**src/hdl/t1cr_map.svh**
```systemverilog
// Register offsets, field positions, reset values and framing constants.
`ifndef T1CR_MAP_SVH
`define T1CR_MAP_SVH

// ----------------------------------------------------------------------
// Register offsets
// ----------------------------------------------------------------------
`define T1CR_OFS_CTRL 4'h0
`define T1CR_OFS_STATUS 4'h1
`define T1CR_OFS_RESULT 4'h2
`define T1CR_OFS_DATA 4'h3

// ----------------------------------------------------------------------
// Control register fields
// ----------------------------------------------------------------------
`define T1CR_CTRL_START 0
`define T1CR_CTRL_RISE 1
`define T1CR_CTRL_INVERT 2
`define T1CR_CTRL_ABORT_EN 3
`define T1CR_CTRL_CANCEL 4

// ----------------------------------------------------------------------
// Reset values and framing
// ----------------------------------------------------------------------
`define T1CR_CTRL_RST 3'h0
`define T1CR_START_SENT 6'h05
`define T1CR_END_SENT 6'h0F
`define T1CR_MAX_CHARS 7'h4F
`define T1CR_MAX_STORED 7'h4E
`define T1CR_LAST_BIT 3'h6
`define T1CR_RESULT_ERR 16'hFFFF
`define T1CR_FIFO_DEPTH 8
`define T1CR_FIFO_WIDTH 8

`endif

```
**src/hdl/t1cr_pkg.sv**
```systemverilog
// Types shared by the track 1 card reader input block.
package t1cr_pkg;

  // --------------------------------------------------------------------
  // Transfer states
  // --------------------------------------------------------------------
  typedef enum logic [3:0] {
    T1CR_IDLE  = 4'h1,
    T1CR_HUNT  = 4'h2,
    T1CR_FRAME = 4'h4,
    T1CR_LRC   = 4'h8
  } t1cr_state_t;

  // --------------------------------------------------------------------
  // Carriers
  // --------------------------------------------------------------------
  typedef struct packed {
    logic abort_en;
    logic invert;
    logic edge_rise;
  } t1cr_ctrl_t;

  typedef struct packed {
    logic wr;
    logic rd;
    logic [3:0] addr;
    logic [15:0] wdata;
  } t1cr_bus_req_t;

  typedef struct packed {
    t1cr_state_t state;
    t1cr_ctrl_t ctrl;
    logic stb_s1;
    logic stb_s2;
    logic stb_s3;
    logic dat_s1;
    logic dat_s2;
    logic abt_s1;
    logic abt_s2;
    logic [6:0] win;
    logic [2:0] bitcnt;
    logic [6:0] chars;
    logic [5:0] lrc;
    logic push_valid;
    logic [7:0] push_data;
    logic err;
    logic done;
    logic [6:0] count;
    logic [15:0] rdata;
  } t1cr_top_t;

endpackage : t1cr_pkg

```
**src/hdl/t1cr_reader.sv**
```systemverilog
// Track 1 card reader input: character buffer and framing top level.
//
// How it works
// - Take one data bit per active strobe edge, falling by default, LSB first.
// - Characters are six data bits plus one bit giving odd parity.
// - Discard bits until start sentinel 0x05 seen; framing begins there.
// - Accept characters until end sentinel 0x0F, then one redundancy char.
// - At most 79 characters per transfer including sentinels and LRC.
// - Store each character without parity, one per byte, sentinels kept.
// - On success report the number of bytes stored.
// - Check parity of every character and the LRC against prior ones.
// - Result reads minus one on parity, LRC, overlength or abort error.
// - The LRC character is checked but never stored.
// - Abort input, when enabled, is sampled while waiting; high ends it.
// - A control bit selects the active strobe edge; falling by default.
// - A control bit inverts the data input; not inverted by default.
// - Bit rates of at least 7246 bit/s are sustained.
// - A stalled card leaves the block waiting; the abort input ends it.
`timescale 1ns/100ps

`include "t1cr_map.svh"

// ----------------------------------------------------------------------
// Character FIFO
// ----------------------------------------------------------------------
module t1cr_fifo #(
  parameter int WIDTH = `T1CR_FIFO_WIDTH,
  parameter int DEPTH = `T1CR_FIFO_DEPTH
) (
  input wire logic mclk,
  input wire logic arst_n,
  input wire logic in_valid,
  input wire logic [WIDTH-1:0] in_data,
  output logic in_ready,
  output logic out_valid,
  output logic [WIDTH-1:0] out_data,
  input wire logic out_ready
);
  localparam int AW = $clog2(DEPTH);

  typedef struct packed {
    logic [DEPTH-1:0][WIDTH-1:0] mem;
    logic [AW-1:0] wp;
    logic [AW-1:0] rp;
    logic [AW:0] cnt;
  } t1cr_fifo_st_t;

  t1cr_fifo_st_t cur_ff;
  t1cr_fifo_st_t nxt_fifo;
  logic do_push;
  logic do_pop;

  assign in_ready = (cur_ff.cnt != (AW+1)'(DEPTH));
  assign out_valid = (cur_ff.cnt != '0);
  assign out_data = cur_ff.mem[cur_ff.rp];
  assign do_push = in_valid && in_ready;
  assign do_pop = out_valid && out_ready;

  always_comb begin
    nxt_fifo = cur_ff;
    if (do_push) begin
      nxt_fifo.mem[cur_ff.wp] = in_data;
      nxt_fifo.wp = cur_ff.wp + 1'b1;
    end
    if (do_pop) begin
      nxt_fifo.rp = cur_ff.rp + 1'b1;
    end
    if (do_push && !do_pop) begin
      nxt_fifo.cnt = cur_ff.cnt + 1'b1;
    end else if (do_pop && !do_push) begin
      nxt_fifo.cnt = cur_ff.cnt - 1'b1;
    end
  end

  always_ff @(posedge mclk or negedge arst_n) begin
    if (!arst_n) begin
      cur_ff <= '0;
    end else begin
      cur_ff <= nxt_fifo;
    end
  end

  a_fifo_count: assert property (
    @(posedge mclk) disable iff (!arst_n)
    (do_push && !do_pop) |=> (cur_ff.cnt == $past(cur_ff.cnt) + 1'b1))
    else $error("fifo count did not follow a push");
endmodule : t1cr_fifo

// ----------------------------------------------------------------------
// Reader top level
// ----------------------------------------------------------------------
module t1cr_reader (
  input wire logic mclk,
  input wire logic arst_n,
  input wire t1cr_pkg::t1cr_bus_req_t bus_req,
  output logic [15:0] bus_rdata,
  input wire logic strobe_in,
  input wire logic data_in,
  input wire logic abort_in,
  output logic xfer_done,
  output logic xfer_err
);
  t1cr_pkg::t1cr_top_t cur_ff;
  t1cr_pkg::t1cr_top_t nxt_top;

  logic fifo_in_ready;
  logic fifo_out_valid;
  logic [7:0] fifo_out_data;
  logic fifo_pop;
  logic act;
  logic bitv;
  logic [6:0] ch;
  logic podd;
  logic last_bit;
  logic waiting;
  logic abort_hit;

  // --------------------------------------------------------------------
  // Sampling helpers
  // --------------------------------------------------------------------
  // Edges are found on the second and third stages of the strobe chain.
  assign act = cur_ff.ctrl.edge_rise ?
    (cur_ff.stb_s2 && !cur_ff.stb_s3) :
    (!cur_ff.stb_s2 && cur_ff.stb_s3);
  assign bitv = cur_ff.dat_s2 ^ cur_ff.ctrl.invert;
  assign ch = {bitv, cur_ff.win[6:1]};
  assign podd = ^ch;
  assign last_bit = (cur_ff.bitcnt == `T1CR_LAST_BIT);
  assign waiting = (cur_ff.state != t1cr_pkg::T1CR_IDLE);
  assign abort_hit = waiting && cur_ff.ctrl.abort_en && cur_ff.abt_s2;
  assign fifo_pop = bus_req.rd && (bus_req.addr == `T1CR_OFS_DATA) &&
    fifo_out_valid;

  assign bus_rdata = cur_ff.rdata;
  assign xfer_done = cur_ff.done;
  assign xfer_err = cur_ff.err;

  t1cr_fifo #(
    .WIDTH(`T1CR_FIFO_WIDTH),
    .DEPTH(`T1CR_FIFO_DEPTH)
  ) u_fifo (
    .mclk(mclk),
    .arst_n(arst_n),
    .in_valid(cur_ff.push_valid),
    .in_data(cur_ff.push_data),
    .in_ready(fifo_in_ready),
    .out_valid(fifo_out_valid),
    .out_data(fifo_out_data),
    .out_ready(fifo_pop)
  );

  // --------------------------------------------------------------------
  // Next state
  // --------------------------------------------------------------------
  always_comb begin
    logic fail;
    logic fin;
    logic store;
    logic [5:0] sbyte;
    fail = 1'b0;
    fin = 1'b0;
    store = 1'b0;
    sbyte = 6'h00;
    nxt_top = cur_ff;
    nxt_top.stb_s1 = strobe_in;
    nxt_top.stb_s2 = cur_ff.stb_s1;
    nxt_top.stb_s3 = cur_ff.stb_s2;
    nxt_top.dat_s1 = data_in;
    nxt_top.dat_s2 = cur_ff.dat_s1;
    nxt_top.abt_s1 = abort_in;
    nxt_top.abt_s2 = cur_ff.abt_s1;
    nxt_top.rdata = 16'h0000;
    if (cur_ff.push_valid && fifo_in_ready) begin
      nxt_top.push_valid = 1'b0;
    end

    // A stalled card keeps the block waiting until abort or cancel.
    if (abort_hit) begin
      fail = 1'b1;
    end else if (act) begin
      nxt_top.win = ch;
      case (cur_ff.state)
        t1cr_pkg::T1CR_HUNT: begin
          if (ch[5:0] == `T1CR_START_SENT && podd) begin
            store = 1'b1;
            sbyte = `T1CR_START_SENT;
            nxt_top.lrc = `T1CR_START_SENT;
            nxt_top.bitcnt = 3'h0;
            nxt_top.state = t1cr_pkg::T1CR_FRAME;
          end
        end
        t1cr_pkg::T1CR_FRAME: begin
          if (last_bit) begin
            nxt_top.bitcnt = 3'h0;
            if (!podd) begin
              fail = 1'b1;
            end else if (cur_ff.chars == `T1CR_MAX_STORED) begin
              fail = 1'b1;
            end else begin
              store = 1'b1;
              sbyte = ch[5:0];
              nxt_top.lrc = cur_ff.lrc ^ ch[5:0];
              if (ch[5:0] == `T1CR_END_SENT) begin
                nxt_top.state = t1cr_pkg::T1CR_LRC;
              end
            end
          end else begin
            nxt_top.bitcnt = cur_ff.bitcnt + 3'h1;
          end
        end
        t1cr_pkg::T1CR_LRC: begin
          if (last_bit) begin
            nxt_top.bitcnt = 3'h0;
            if (!podd || ch[5:0] != cur_ff.lrc) begin
              fail = 1'b1;
            end else begin
              fin = 1'b1;
            end
          end else begin
            nxt_top.bitcnt = cur_ff.bitcnt + 3'h1;
          end
        end
        default: begin
          nxt_top.win = cur_ff.win;
        end
      endcase
    end

    // A character that finds the previous one still waiting is an overrun.
    if (store) begin
      if (cur_ff.push_valid && !fifo_in_ready) begin
        fail = 1'b1;
      end else begin
        nxt_top.push_valid = 1'b1;
        nxt_top.push_data = {2'b00, sbyte};
        nxt_top.chars = cur_ff.chars + 7'h01;
      end
    end

    // Register writes.
    if (bus_req.wr && bus_req.addr == `T1CR_OFS_CTRL) begin
      nxt_top.ctrl.edge_rise = bus_req.wdata[`T1CR_CTRL_RISE];
      nxt_top.ctrl.invert = bus_req.wdata[`T1CR_CTRL_INVERT];
      nxt_top.ctrl.abort_en = bus_req.wdata[`T1CR_CTRL_ABORT_EN];
      if (bus_req.wdata[`T1CR_CTRL_START] && !waiting) begin
        nxt_top.state = t1cr_pkg::T1CR_HUNT;
        nxt_top.win = 7'h00;
        nxt_top.bitcnt = 3'h0;
        nxt_top.chars = 7'h00;
        nxt_top.lrc = 6'h00;
        nxt_top.err = 1'b0;
        nxt_top.done = 1'b0;
        nxt_top.count = 7'h00;
      end else if (bus_req.wdata[`T1CR_CTRL_CANCEL] && waiting) begin
        fail = 1'b1;
      end
    end

    // Completion: the result holds a count or the error mark.
    if (fail || fin) begin
      nxt_top.state = t1cr_pkg::T1CR_IDLE;
      nxt_top.done = 1'b1;
      nxt_top.err = fail;
      nxt_top.count = fail ? 7'h00 : nxt_top.chars;
    end

    // Register reads; data stand only in the following cycle.
    if (bus_req.rd) begin
      case (bus_req.addr)
        `T1CR_OFS_CTRL: begin
          nxt_top.rdata = {11'h000, 1'b0, cur_ff.ctrl.abort_en,
            cur_ff.ctrl.invert, cur_ff.ctrl.edge_rise, 1'b0};
        end
        `T1CR_OFS_STATUS: begin
          nxt_top.rdata = {12'h000, fifo_out_valid, cur_ff.err,
            cur_ff.done, waiting};
        end
        `T1CR_OFS_RESULT: begin
          nxt_top.rdata = cur_ff.err ? `T1CR_RESULT_ERR :
            {9'h000, cur_ff.count};
        end
        `T1CR_OFS_DATA: begin
          nxt_top.rdata = {7'h00, fifo_out_valid, fifo_out_data};
        end
        default: begin
          nxt_top.rdata = 16'h0000;
        end
      endcase
    end
  end

  // --------------------------------------------------------------------
  // State register
  // --------------------------------------------------------------------
  // Sampling at 40 MHz leaves far more than 7246 bit/s of headroom.
  always_ff @(posedge mclk or negedge arst_n) begin
    if (!arst_n) begin
      cur_ff <= '0;
      cur_ff.state <= t1cr_pkg::T1CR_IDLE;
      cur_ff.ctrl <= `T1CR_CTRL_RST;
    end else begin
      cur_ff <= nxt_top;
    end
  end

  // --------------------------------------------------------------------
  // Checks
  // --------------------------------------------------------------------
  a_bit_advance: assert property (
    @(posedge mclk) disable iff (!arst_n)
    (act && !abort_hit && cur_ff.state == t1cr_pkg::T1CR_FRAME &&
     !last_bit && !bus_req.wr) |=>
    (cur_ff.bitcnt == $past(cur_ff.bitcnt) + 3'h1))
    else $error("bit count did not advance on active edge");

  a_start_found: assert property (
    @(posedge mclk) disable iff (!arst_n)
    (act && !abort_hit && cur_ff.state == t1cr_pkg::T1CR_HUNT &&
     ch[5:0] == `T1CR_START_SENT && podd && !bus_req.wr) |=>
    (cur_ff.state == t1cr_pkg::T1CR_FRAME ||
     cur_ff.state == t1cr_pkg::T1CR_IDLE))
    else $error("start sentinel not taken");

  a_end_to_lrc: assert property (
    @(posedge mclk) disable iff (!arst_n)
    (act && !abort_hit && cur_ff.state == t1cr_pkg::T1CR_FRAME &&
     last_bit && podd && ch[5:0] == `T1CR_END_SENT &&
     cur_ff.chars != `T1CR_MAX_STORED && !cur_ff.push_valid &&
     !bus_req.wr) |=> (cur_ff.state == t1cr_pkg::T1CR_LRC))
    else $error("end sentinel did not lead to check character");

  a_overlength: assert property (
    @(posedge mclk) disable iff (!arst_n)
    (act && cur_ff.state == t1cr_pkg::T1CR_FRAME && last_bit &&
     cur_ff.chars == `T1CR_MAX_STORED && !bus_req.wr) |=>
    (cur_ff.err && cur_ff.done))
    else $error("overlength transfer not flagged");

  a_store_byte: assert property (
    @(posedge mclk) disable iff (!arst_n)
    (act && !abort_hit && cur_ff.state == t1cr_pkg::T1CR_FRAME &&
     last_bit && podd && cur_ff.chars != `T1CR_MAX_STORED &&
     !cur_ff.push_valid && !bus_req.wr) |=>
    (cur_ff.push_valid && cur_ff.push_data == {2'b00, $past(ch[5:0])}))
    else $error("character not stored right aligned");

  a_parity_err: assert property (
    @(posedge mclk) disable iff (!arst_n)
    (act && last_bit && !podd && !bus_req.wr &&
     (cur_ff.state == t1cr_pkg::T1CR_FRAME ||
      cur_ff.state == t1cr_pkg::T1CR_LRC)) |=>
    (cur_ff.err && cur_ff.state == t1cr_pkg::T1CR_IDLE))
    else $error("parity failure not flagged");

  a_abort_end: assert property (
    @(posedge mclk) disable iff (!arst_n)
    (abort_hit && !bus_req.wr) |=>
    (cur_ff.err && cur_ff.state == t1cr_pkg::T1CR_IDLE))
    else $error("abort did not end the transfer");

  a_result_err: assert property (
    @(posedge mclk) disable iff (!arst_n)
    (bus_req.rd && bus_req.addr == `T1CR_OFS_RESULT && cur_ff.err) |=>
    (bus_rdata == `T1CR_RESULT_ERR))
    else $error("error result is not minus one");

  a_lrc_unstored: assert property (
    @(posedge mclk) disable iff (!arst_n)
    $rose(cur_ff.push_valid) |->
    ($past(cur_ff.state) == t1cr_pkg::T1CR_FRAME ||
     $past(cur_ff.state) == t1cr_pkg::T1CR_HUNT))
    else $error("check character was stored");

  a_count_ok: assert property (
    @(posedge mclk) disable iff (!arst_n)
    (act && !abort_hit && cur_ff.state == t1cr_pkg::T1CR_LRC &&
     last_bit && podd && ch[5:0] == cur_ff.lrc && !bus_req.wr) |=>
    (!cur_ff.err && cur_ff.count == $past(cur_ff.chars)))
    else $error("success count wrong");
endmodule : t1cr_reader

```
**config.mk**
```make
export PLATFORM = sky130hd
export DESIGN_NAME = t1cr_reader
export DESIGN_NICKNAME = d
export VERILOG_FILES = /design/src/hdl/t1cr_pkg.sv /design/src/hdl/t1cr_reader.sv
export VERILOG_INCLUDE_DIRS = /design/src /design/src/hdl
export SDC_FILE = /design/constraint.sdc
export NUM_CORES = 1
export LEC_CHECK = 0
export BUFFER_PORTS_ARGS = -buffer_cell sky130_fd_sc_hd__buf_2
export CAP_MARGIN = 25
export CORE_MARGIN = 8
export CORE_UTILIZATION = 45
export DETAILED_ROUTE_END_ITERATION = 8
export PLACE_DENSITY = 0.69
export SLEW_MARGIN = 0
export SYNTH_ARGS = -nofsm -noshare
export SYNTH_HDL_FRONTEND = slang
export SYNTH_SLANG_ARGS = --single-unit
```
**constraint.sdc**
```tcl
create_clock -name mclk -period 5.6 [get_ports mclk]
set_clock_uncertainty 0.2 [all_clocks]
set_input_delay 0.84 -clock mclk [delete_from_list [all_inputs] [get_ports mclk]]
set_output_delay 0.84 -clock mclk [all_outputs]
set_load 0.005 [all_outputs]
```
### Word level (Yosys, flattened, before mapping)

Cells that the tools add are included.

| word-level totals | value |
|---|---|
| bits in registers | 143 |
| output and inout port bits | 18 |
| word-level logic and storage cells | 170 |

| operators by class | value |
|---|---|
| add/subtract/negate cells | 6 |
| $lt $le $gt $ge | 3 |
| equality and inequality tests | 13 |
| multiplexer cells | 78 |
| bitwise logic cells | 3 |
| reduce and logical (&&, ||, !) cells | 35 |

Operators with widths:

| operator | count |
|---|---|
| $mux 6 | 11 |
| $bwmux 64 | 1 |
| $pmux 16 s4 | 1 |
| $mux 23 | 2 |
| $mux 9 | 5 |
| $mux 4 | 11 |
| $mux 7 | 5 |
| $mux 16 | 2 |
| $mux 1 | 25 |
| $bmux 8 s3 | 1 |
| $demux 8 s3 | 1 |
| $pmux 6 s2 | 2 |
| $mux 10 | 2 |
| $logic_and 1x1->1 | 16 |
| $mux 8 | 2 |
| $eq 4x2->1 const B | 3 |
| $add 3x1->3 const B | 3 |
| $mux 3 | 3 |
| $lt 3x4->1 const B | 2 |
| $pmux 4 s2 | 1 |
| $add 7x1->7 const B | 1 |
| $eq 7x7->1 const B | 1 |
| $logic_not 1->1 | 7 |
| $reduce_xor 7->1 | 1 |
| other kinds (24) | 29 |

### Depth between registers and ports, before layout

| logic depth | value |
|---|---|
| depth in word-level cells | 17 |
| mapped depth | 12 |

### Hierarchy

A second synthesis with hierarchy kept.

| second synthesis, totals | value |
|---|---|
| cell total of the unflattened synthesis | 552 |
| area total of the unflattened synthesis | 6805.3 um2 |

By module, submodules not included:

| module | times used | cells each | area each (um2) | sequential area each (um2) |
|---|---|---|---|---|
| t1cr_fifo | 1 | 223 | 3558.4 | 1851.8 |
| t1cr_reader | 1 | 329 | 3246.9 | 1552.7 |

### Least setup slack after synthesis

OpenSTA, ideal clock, no wires.

| timing | value |
|---|---|
| kind | in2reg |
| start | input bus_req[16] in the netlist's numbering |
| end | register u_fifo.cur_ff[3] in the netlist's numbering |
| arrival time | 2.902 ns |
| required time | 5.275 ns |
| path slack | 2.373 ns |
| stages on the path | 12 |
| buffers on the path | 2 |
| cells stage by stage | clkbuf_1 -> and3_1 -> clkbuf_1 -> nand3_1 -> ha_1 -> inv_1 -> ha_1 -> a21o_1 -> a21oi_1 -> xnor2_1 -> nor2_1 -> xor2_1 |

| on the way | value |
|---|---|
| longest elaborated chain between the ends | 7 |
| elaborated cells between the ends (all ways) | 9 |
| classes of those cells | eq/ne (1); mux (1); reduce/logical (7) |

Ends and longest elaborated chain:

| item | line | text |
|---|---|---|
| start, declared | t1cr_reader.sv:95 | `input wire t1cr_pkg::t1cr_bus_req_t bus_req,` |
| $eq 4x2->1 * | -- |  |
| $logic_and 1x1->1 * (2 in a row) | t1cr_reader.sv:131 | `` assign fifo_pop = bus_req.rd && (bus_req.addr == `T1CR_OFS_DATA) && `` |
| $logic_and 1x1->1 * | t1cr_reader.sv:57 | `assign do_pop = out_valid && out_ready;` |
| $logic_not 1->1 | t1cr_reader.sv:68 | `if (do_push && !do_pop) begin` |
| $logic_and 1x1->1 | t1cr_reader.sv:68 |  |
| $mux 4 / $reduce_bool 2->1 (equally long branches) | -- |  |
| end signal, assigned | t1cr_reader.sv:79 | `cur_ff <= nxt_fifo;` |
| end, declared | t1cr_reader.sv:48 | `t1cr_fifo_st_t cur_ff;` |

Every way passes the cells marked *; elsewhere a longest branch is shown, timed or not.
A chain may end at the register's enable or synchronous reset.

### Worst setup path in the final report

| timing | value |
|---|---|
| start | register cur_ff (netlist bit ch[3]) |
| end | register cur_ff[18] in the netlist's numbering |

| on the way | value |
|---|---|
| longest elaborated chain between the ends | 16 |
| elaborated cells between the ends (all ways) | 38 |
| classes of those cells | eq/ne (2); mux (28); reduce/logical (8) |

Ends and longest elaborated chain:

| item | line | text |
|---|---|---|
| start, declared | t1cr_reader.sv:103 | `t1cr_pkg::t1cr_top_t cur_ff;` |
| start signal, assigned | t1cr_reader.sv:302 | `cur_ff <= nxt_top;` |
| $reduce_xor 7->1 | t1cr_reader.sv:127 | `assign podd = ^ch;` |
| $logic_not 1->1 | t1cr_reader.sv:214 | `if (!podd \|\| ch[5:0] != cur_ff.lrc) begin` |
| $logic_or 1x1->1 | t1cr_reader.sv:214 |  |
| $mux 1 | t1cr_reader.sv:214 |  |
| $mux 1 | t1cr_reader.sv:212 | `if (last_bit) begin` |
| $pmux 1 s2 | t1cr_reader.sv:182 | `case (cur_ff.state)` |
| $mux 1 | t1cr_reader.sv:180 | `end else if (act) begin` |
| $mux 1 | t1cr_reader.sv:178 | `if (abort_hit) begin` |
| $mux 1 | t1cr_reader.sv:231 | `if (cur_ff.push_valid && !fifo_in_ready) begin` |
| $mux 1 | t1cr_reader.sv:230 | `if (store) begin` |
| $mux 1 | t1cr_reader.sv:254 | `` end else if (bus_req.wdata[`T1CR_CTRL_CANCEL] && waiting) begin `` |
| $mux 1 | t1cr_reader.sv:245 | `` if (bus_req.wdata[`T1CR_CTRL_START] && !waiting) begin `` |
| $mux 1 | t1cr_reader.sv:241 | `` if (bus_req.wr && bus_req.addr == `T1CR_OFS_CTRL) begin `` |
| $logic_or 1x1->1 | t1cr_reader.sv:260 | `if (fail \|\| fin) begin` |
| $reduce_bool 2->1 (no line) | -- |  |
| $reduce_and 2->1 (no line) | -- |  |

Parallel ways exist; a longest one is shown, timed or not.

==> results.cfg <==
[sta]
final-setup-viol-count = 0
worst-slew-pin-transition_ns = 0.9250
post-route-min-period_ns = 3.368
fmaxAchievable_mhz = 296.9
worst_slew_margin_rel = 0.3786
rsz0062_at_grt = false
timing_hold_violations_final = 0
fin_crit_sh = 0.6014
maxSlewViolCount = 0
fin_setup_tns_ns = 0

[clocking]
postCtsSetupRepairBufs = 0
clk_path_buf_depth = 2
cts_made_buffers = 17
postCtsHoldBufs = 0
cts_tree = done
htree_num_levels = 4
path_clk_slew_ns = 0.05
ctsResizeCount = 0
clock-root-buffer = sky130_fd_sc_hd__clkbuf_16
tritoncts_num_sinks = 119
clock_latency_ns = 0.41

[critical_path]
start_kind = register
cp_arrival_ns = 3.48
worst_setup_path_end_kind = register
critPathMaxFanout = 9
required_ns = 5.71
critical_path_class = reg2reg

[run_status]
run_status = completed

[synth]
synth_edf_count = 0
synth_largest_area_cell = sky130_fd_sc_hd__dfrtp_1
synth_cells = 481
seq_area_frac_synth = 0.5119
synth_top_cell_area_share = 0.5074
yosys_register_bits = 119
yosys_warnings = 0
synth_top_cells_by_area = sky130_fd_sc_hd__dfrtp_1 (51%), sky130_fd_sc_hd__mux2_2 (11%), sky130_fd_sc_hd__mux4_2 (4.6%)
synth-async-reset-ratio = 1.000
dominantRegCellSynth = sky130_fd_sc_hd__dfrtp_1
ys_types = 64
synth_area_per_cell_um2 = 12.10
syn_nets = 521
synth_area_mm2 = 0.005819

[die]
design.die.area_mm2 = 0.01683
floorplan.die.height_um = 129.7
placement_rows = 41
die_width_um = 129.7
initial_core_util = 0.4611
core_region_area_mm2 = 0.01262
io_pins = 45

[drt]
detail_route.wirelength_um = 12140
postRouteAntennaNets = 0
wire_per_inst_um = 17.67
ratio_of_routed_vias_to_standard_cells = 5.590
vias = 3840
drt_drc_violations_left = 0
drt-pass1-iter-count = 4
drt-initial-drc-count = 233

[grt]
wire_length_of_the_first_global_routing_pass_um = 20320
grt_antenna_before_repair = 0
first_global_vias = 3948
grt_max_degree = 71
grtUsageTotal = 0.1568
grt_overflow = 0

[power_and_ir_drop]
p_leak_nw = 3.097
power.share.combinational = 0.184
internal-power_w = 0.002028
worst_case_vdd_ir_drop_mv = 0.2211
powerDensity_mw_per_mm2 = 425.0
power.sequential.fraction = 0.397
share_clk_of_total_power = 0.419
net_switching_component_of_the_power_w = 0.0008149
swShare = 0.2866
post-layout-total-power_w = 0.002843

[job]
max-cap-violations = 0

[final_layout]
layout_common_cells = sky130_fd_sc_hd__dfrtp_1 (118), sky130_fd_sc_hd__mux2_2 (59), sky130_fd_sc_hd__nor2_1 (45)
fraction_of_layout_instances_using_a_drive_strength_above_1 = 0.3049
fill_cells = 1086
insertedDiodeCount = 0
fin_nets = 543
layout.cells.most_common = sky130_fd_sc_hd__dfrtp_1
design_area_mm2 = 0.006690
synthToLayoutAreaGrowth_pct = 14.96
layout.cells.non_filler = 687

[placement]
gp_routability_congestion = 0.8263
placed_cells = 656
placed_cell_area_mm2 = 0.006036
port-buffer-count = 33
detailedPlacementHpwl_um = 8452

[worst_hold_path]
worst_hold_path_type = reg2reg
[per-stage QoR]
stage	utilization	hold slack, ns	setup WS (ns)
after floorplan	-	0.1312	2.373
after global placement	0.4774	0.1316	2.232
after detailed placement	0.4783	0.1362	2.149
after CTS	0.5301	0.1408	2.217
after global routing	0.5301	0.1527	1.964
final	0.5301	0.1379	2.232
[cells in the mapped netlist, types with 5 or more instances]
master,instances
sky130_fd_sc_hd__nand2_1,31
sky130_fd_sc_hd__inv_1,10
sky130_fd_sc_hd__clkbuf_1,14
sky130_fd_sc_hd__mux4_2,12
sky130_fd_sc_hd__o211ai_1,5
sky130_fd_sc_hd__buf_4,16
sky130_fd_sc_hd__nand4_1,5
sky130_fd_sc_hd__nor2_1,45
sky130_fd_sc_hd__nor3_1,9
sky130_fd_sc_hd__xnor2_1,14
sky130_fd_sc_hd__xor2_1,9
sky130_fd_sc_hd__nand3_1,11
sky130_fd_sc_hd__a21oi_1,13
sky130_fd_sc_hd__a211oi_1,7
sky130_fd_sc_hd__o21ai_0,8
sky130_fd_sc_hd__mux2i_1,7
sky130_fd_sc_hd__ha_1,12
sky130_fd_sc_hd__dfrtp_1,118
sky130_fd_sc_hd__mux2_2,59
[registers in the layout (all words and copies together), names as in the netlist]
register / cells
xfer_done: 1
ch: 6
u_fifo.cur_ff: 58
xfer_err: 1
bus_rdata: 9
cur_ff: 44
[worst max-delay path: stages (launching register included)]
cell and delay (ns):
sky130_fd_sc_hd__dfrtp_1 0.45, sky130_fd_sc_hd__inv_1 0.11, sky130_fd_sc_hd__ha_1 0.29, sky130_fd_sc_hd__xnor3_1 0.40, sky130_fd_sc_hd__xor2_1 0.54, sky130_fd_sc_hd__a211o_1 0.47, sky130_fd_sc_hd__o21a_1 0.21, sky130_fd_sc_hd__nand3_1 0.28
sky130_fd_sc_hd__a211oi_1 0.32
[routing by layer]
| metal | global-route usage | vias up | wire length [um] |
|---|---|---|---|
| met3 | 0.04937 | 18 | 647 |
| met5 | 0 | - | 0 |
| met4 | 0.05738 | 0 | 183 |
| li1 | - | 1784 | - |
| met2 | 0.2527 | 86 | 5993 |
| met1 | 0.1948 | 1952 | 5317 |
[layout make-up]
type	count	area, um2	share of cell area
clock inverter	9	170.2	0.02543
timing repair buffer	36	193.9	0.02899
sequential	119	2979	0.4453
tap	172	215.2	0.03217
multi-input combinational	319	2610	0.3901
inverter	10	37.54	0.005611
clock buffer	22	484.2	0.07238
[power groups by stage]
stage                     logic [W]  registers, W  clock network (W)
after detailed placement   0.000517       0.00114                  0
after floorplan            0.000412       0.00108                  0
after global placement     0.000500       0.00113                  0
after CTS                  0.000526       0.00113            0.00121
after global routing       0.000589       0.00114            0.00126
final                      0.000524       0.00113            0.00119
[kinds of logic (layout without fill, tap and decap cells)]
family	count (synthesis)	after routing	share of synthesized area
flops	119	119	0.5119
buf+inv	43	77	0.03956
xor+xnor	24	24	0.03849
mux	78	78	0.1727
simple gates	136	136	0.1228
compound gates	68	68	0.08536
fa+ha+maj	13	13	0.02924
[worst paths after layout]
kind                            start           endpoint  slack [ns]  depth (start not counted)
max                             ch[3]         cur_ff[18]        2.23                          8
min                        cur_ff[63]         cur_ff[62]        0.14                          0
max reg2reg                     ch[3]         cur_ff[18]        2.23                          8
min reg2reg                cur_ff[63]         cur_ff[62]        0.14                          0
max in group asynchronous      arst_n         cur_ff[57]        3.69                          2
min in group asynchronous      arst_n  u_fifo.cur_ff[22]        0.35                          1
Power figures use the tool's default switching activity.
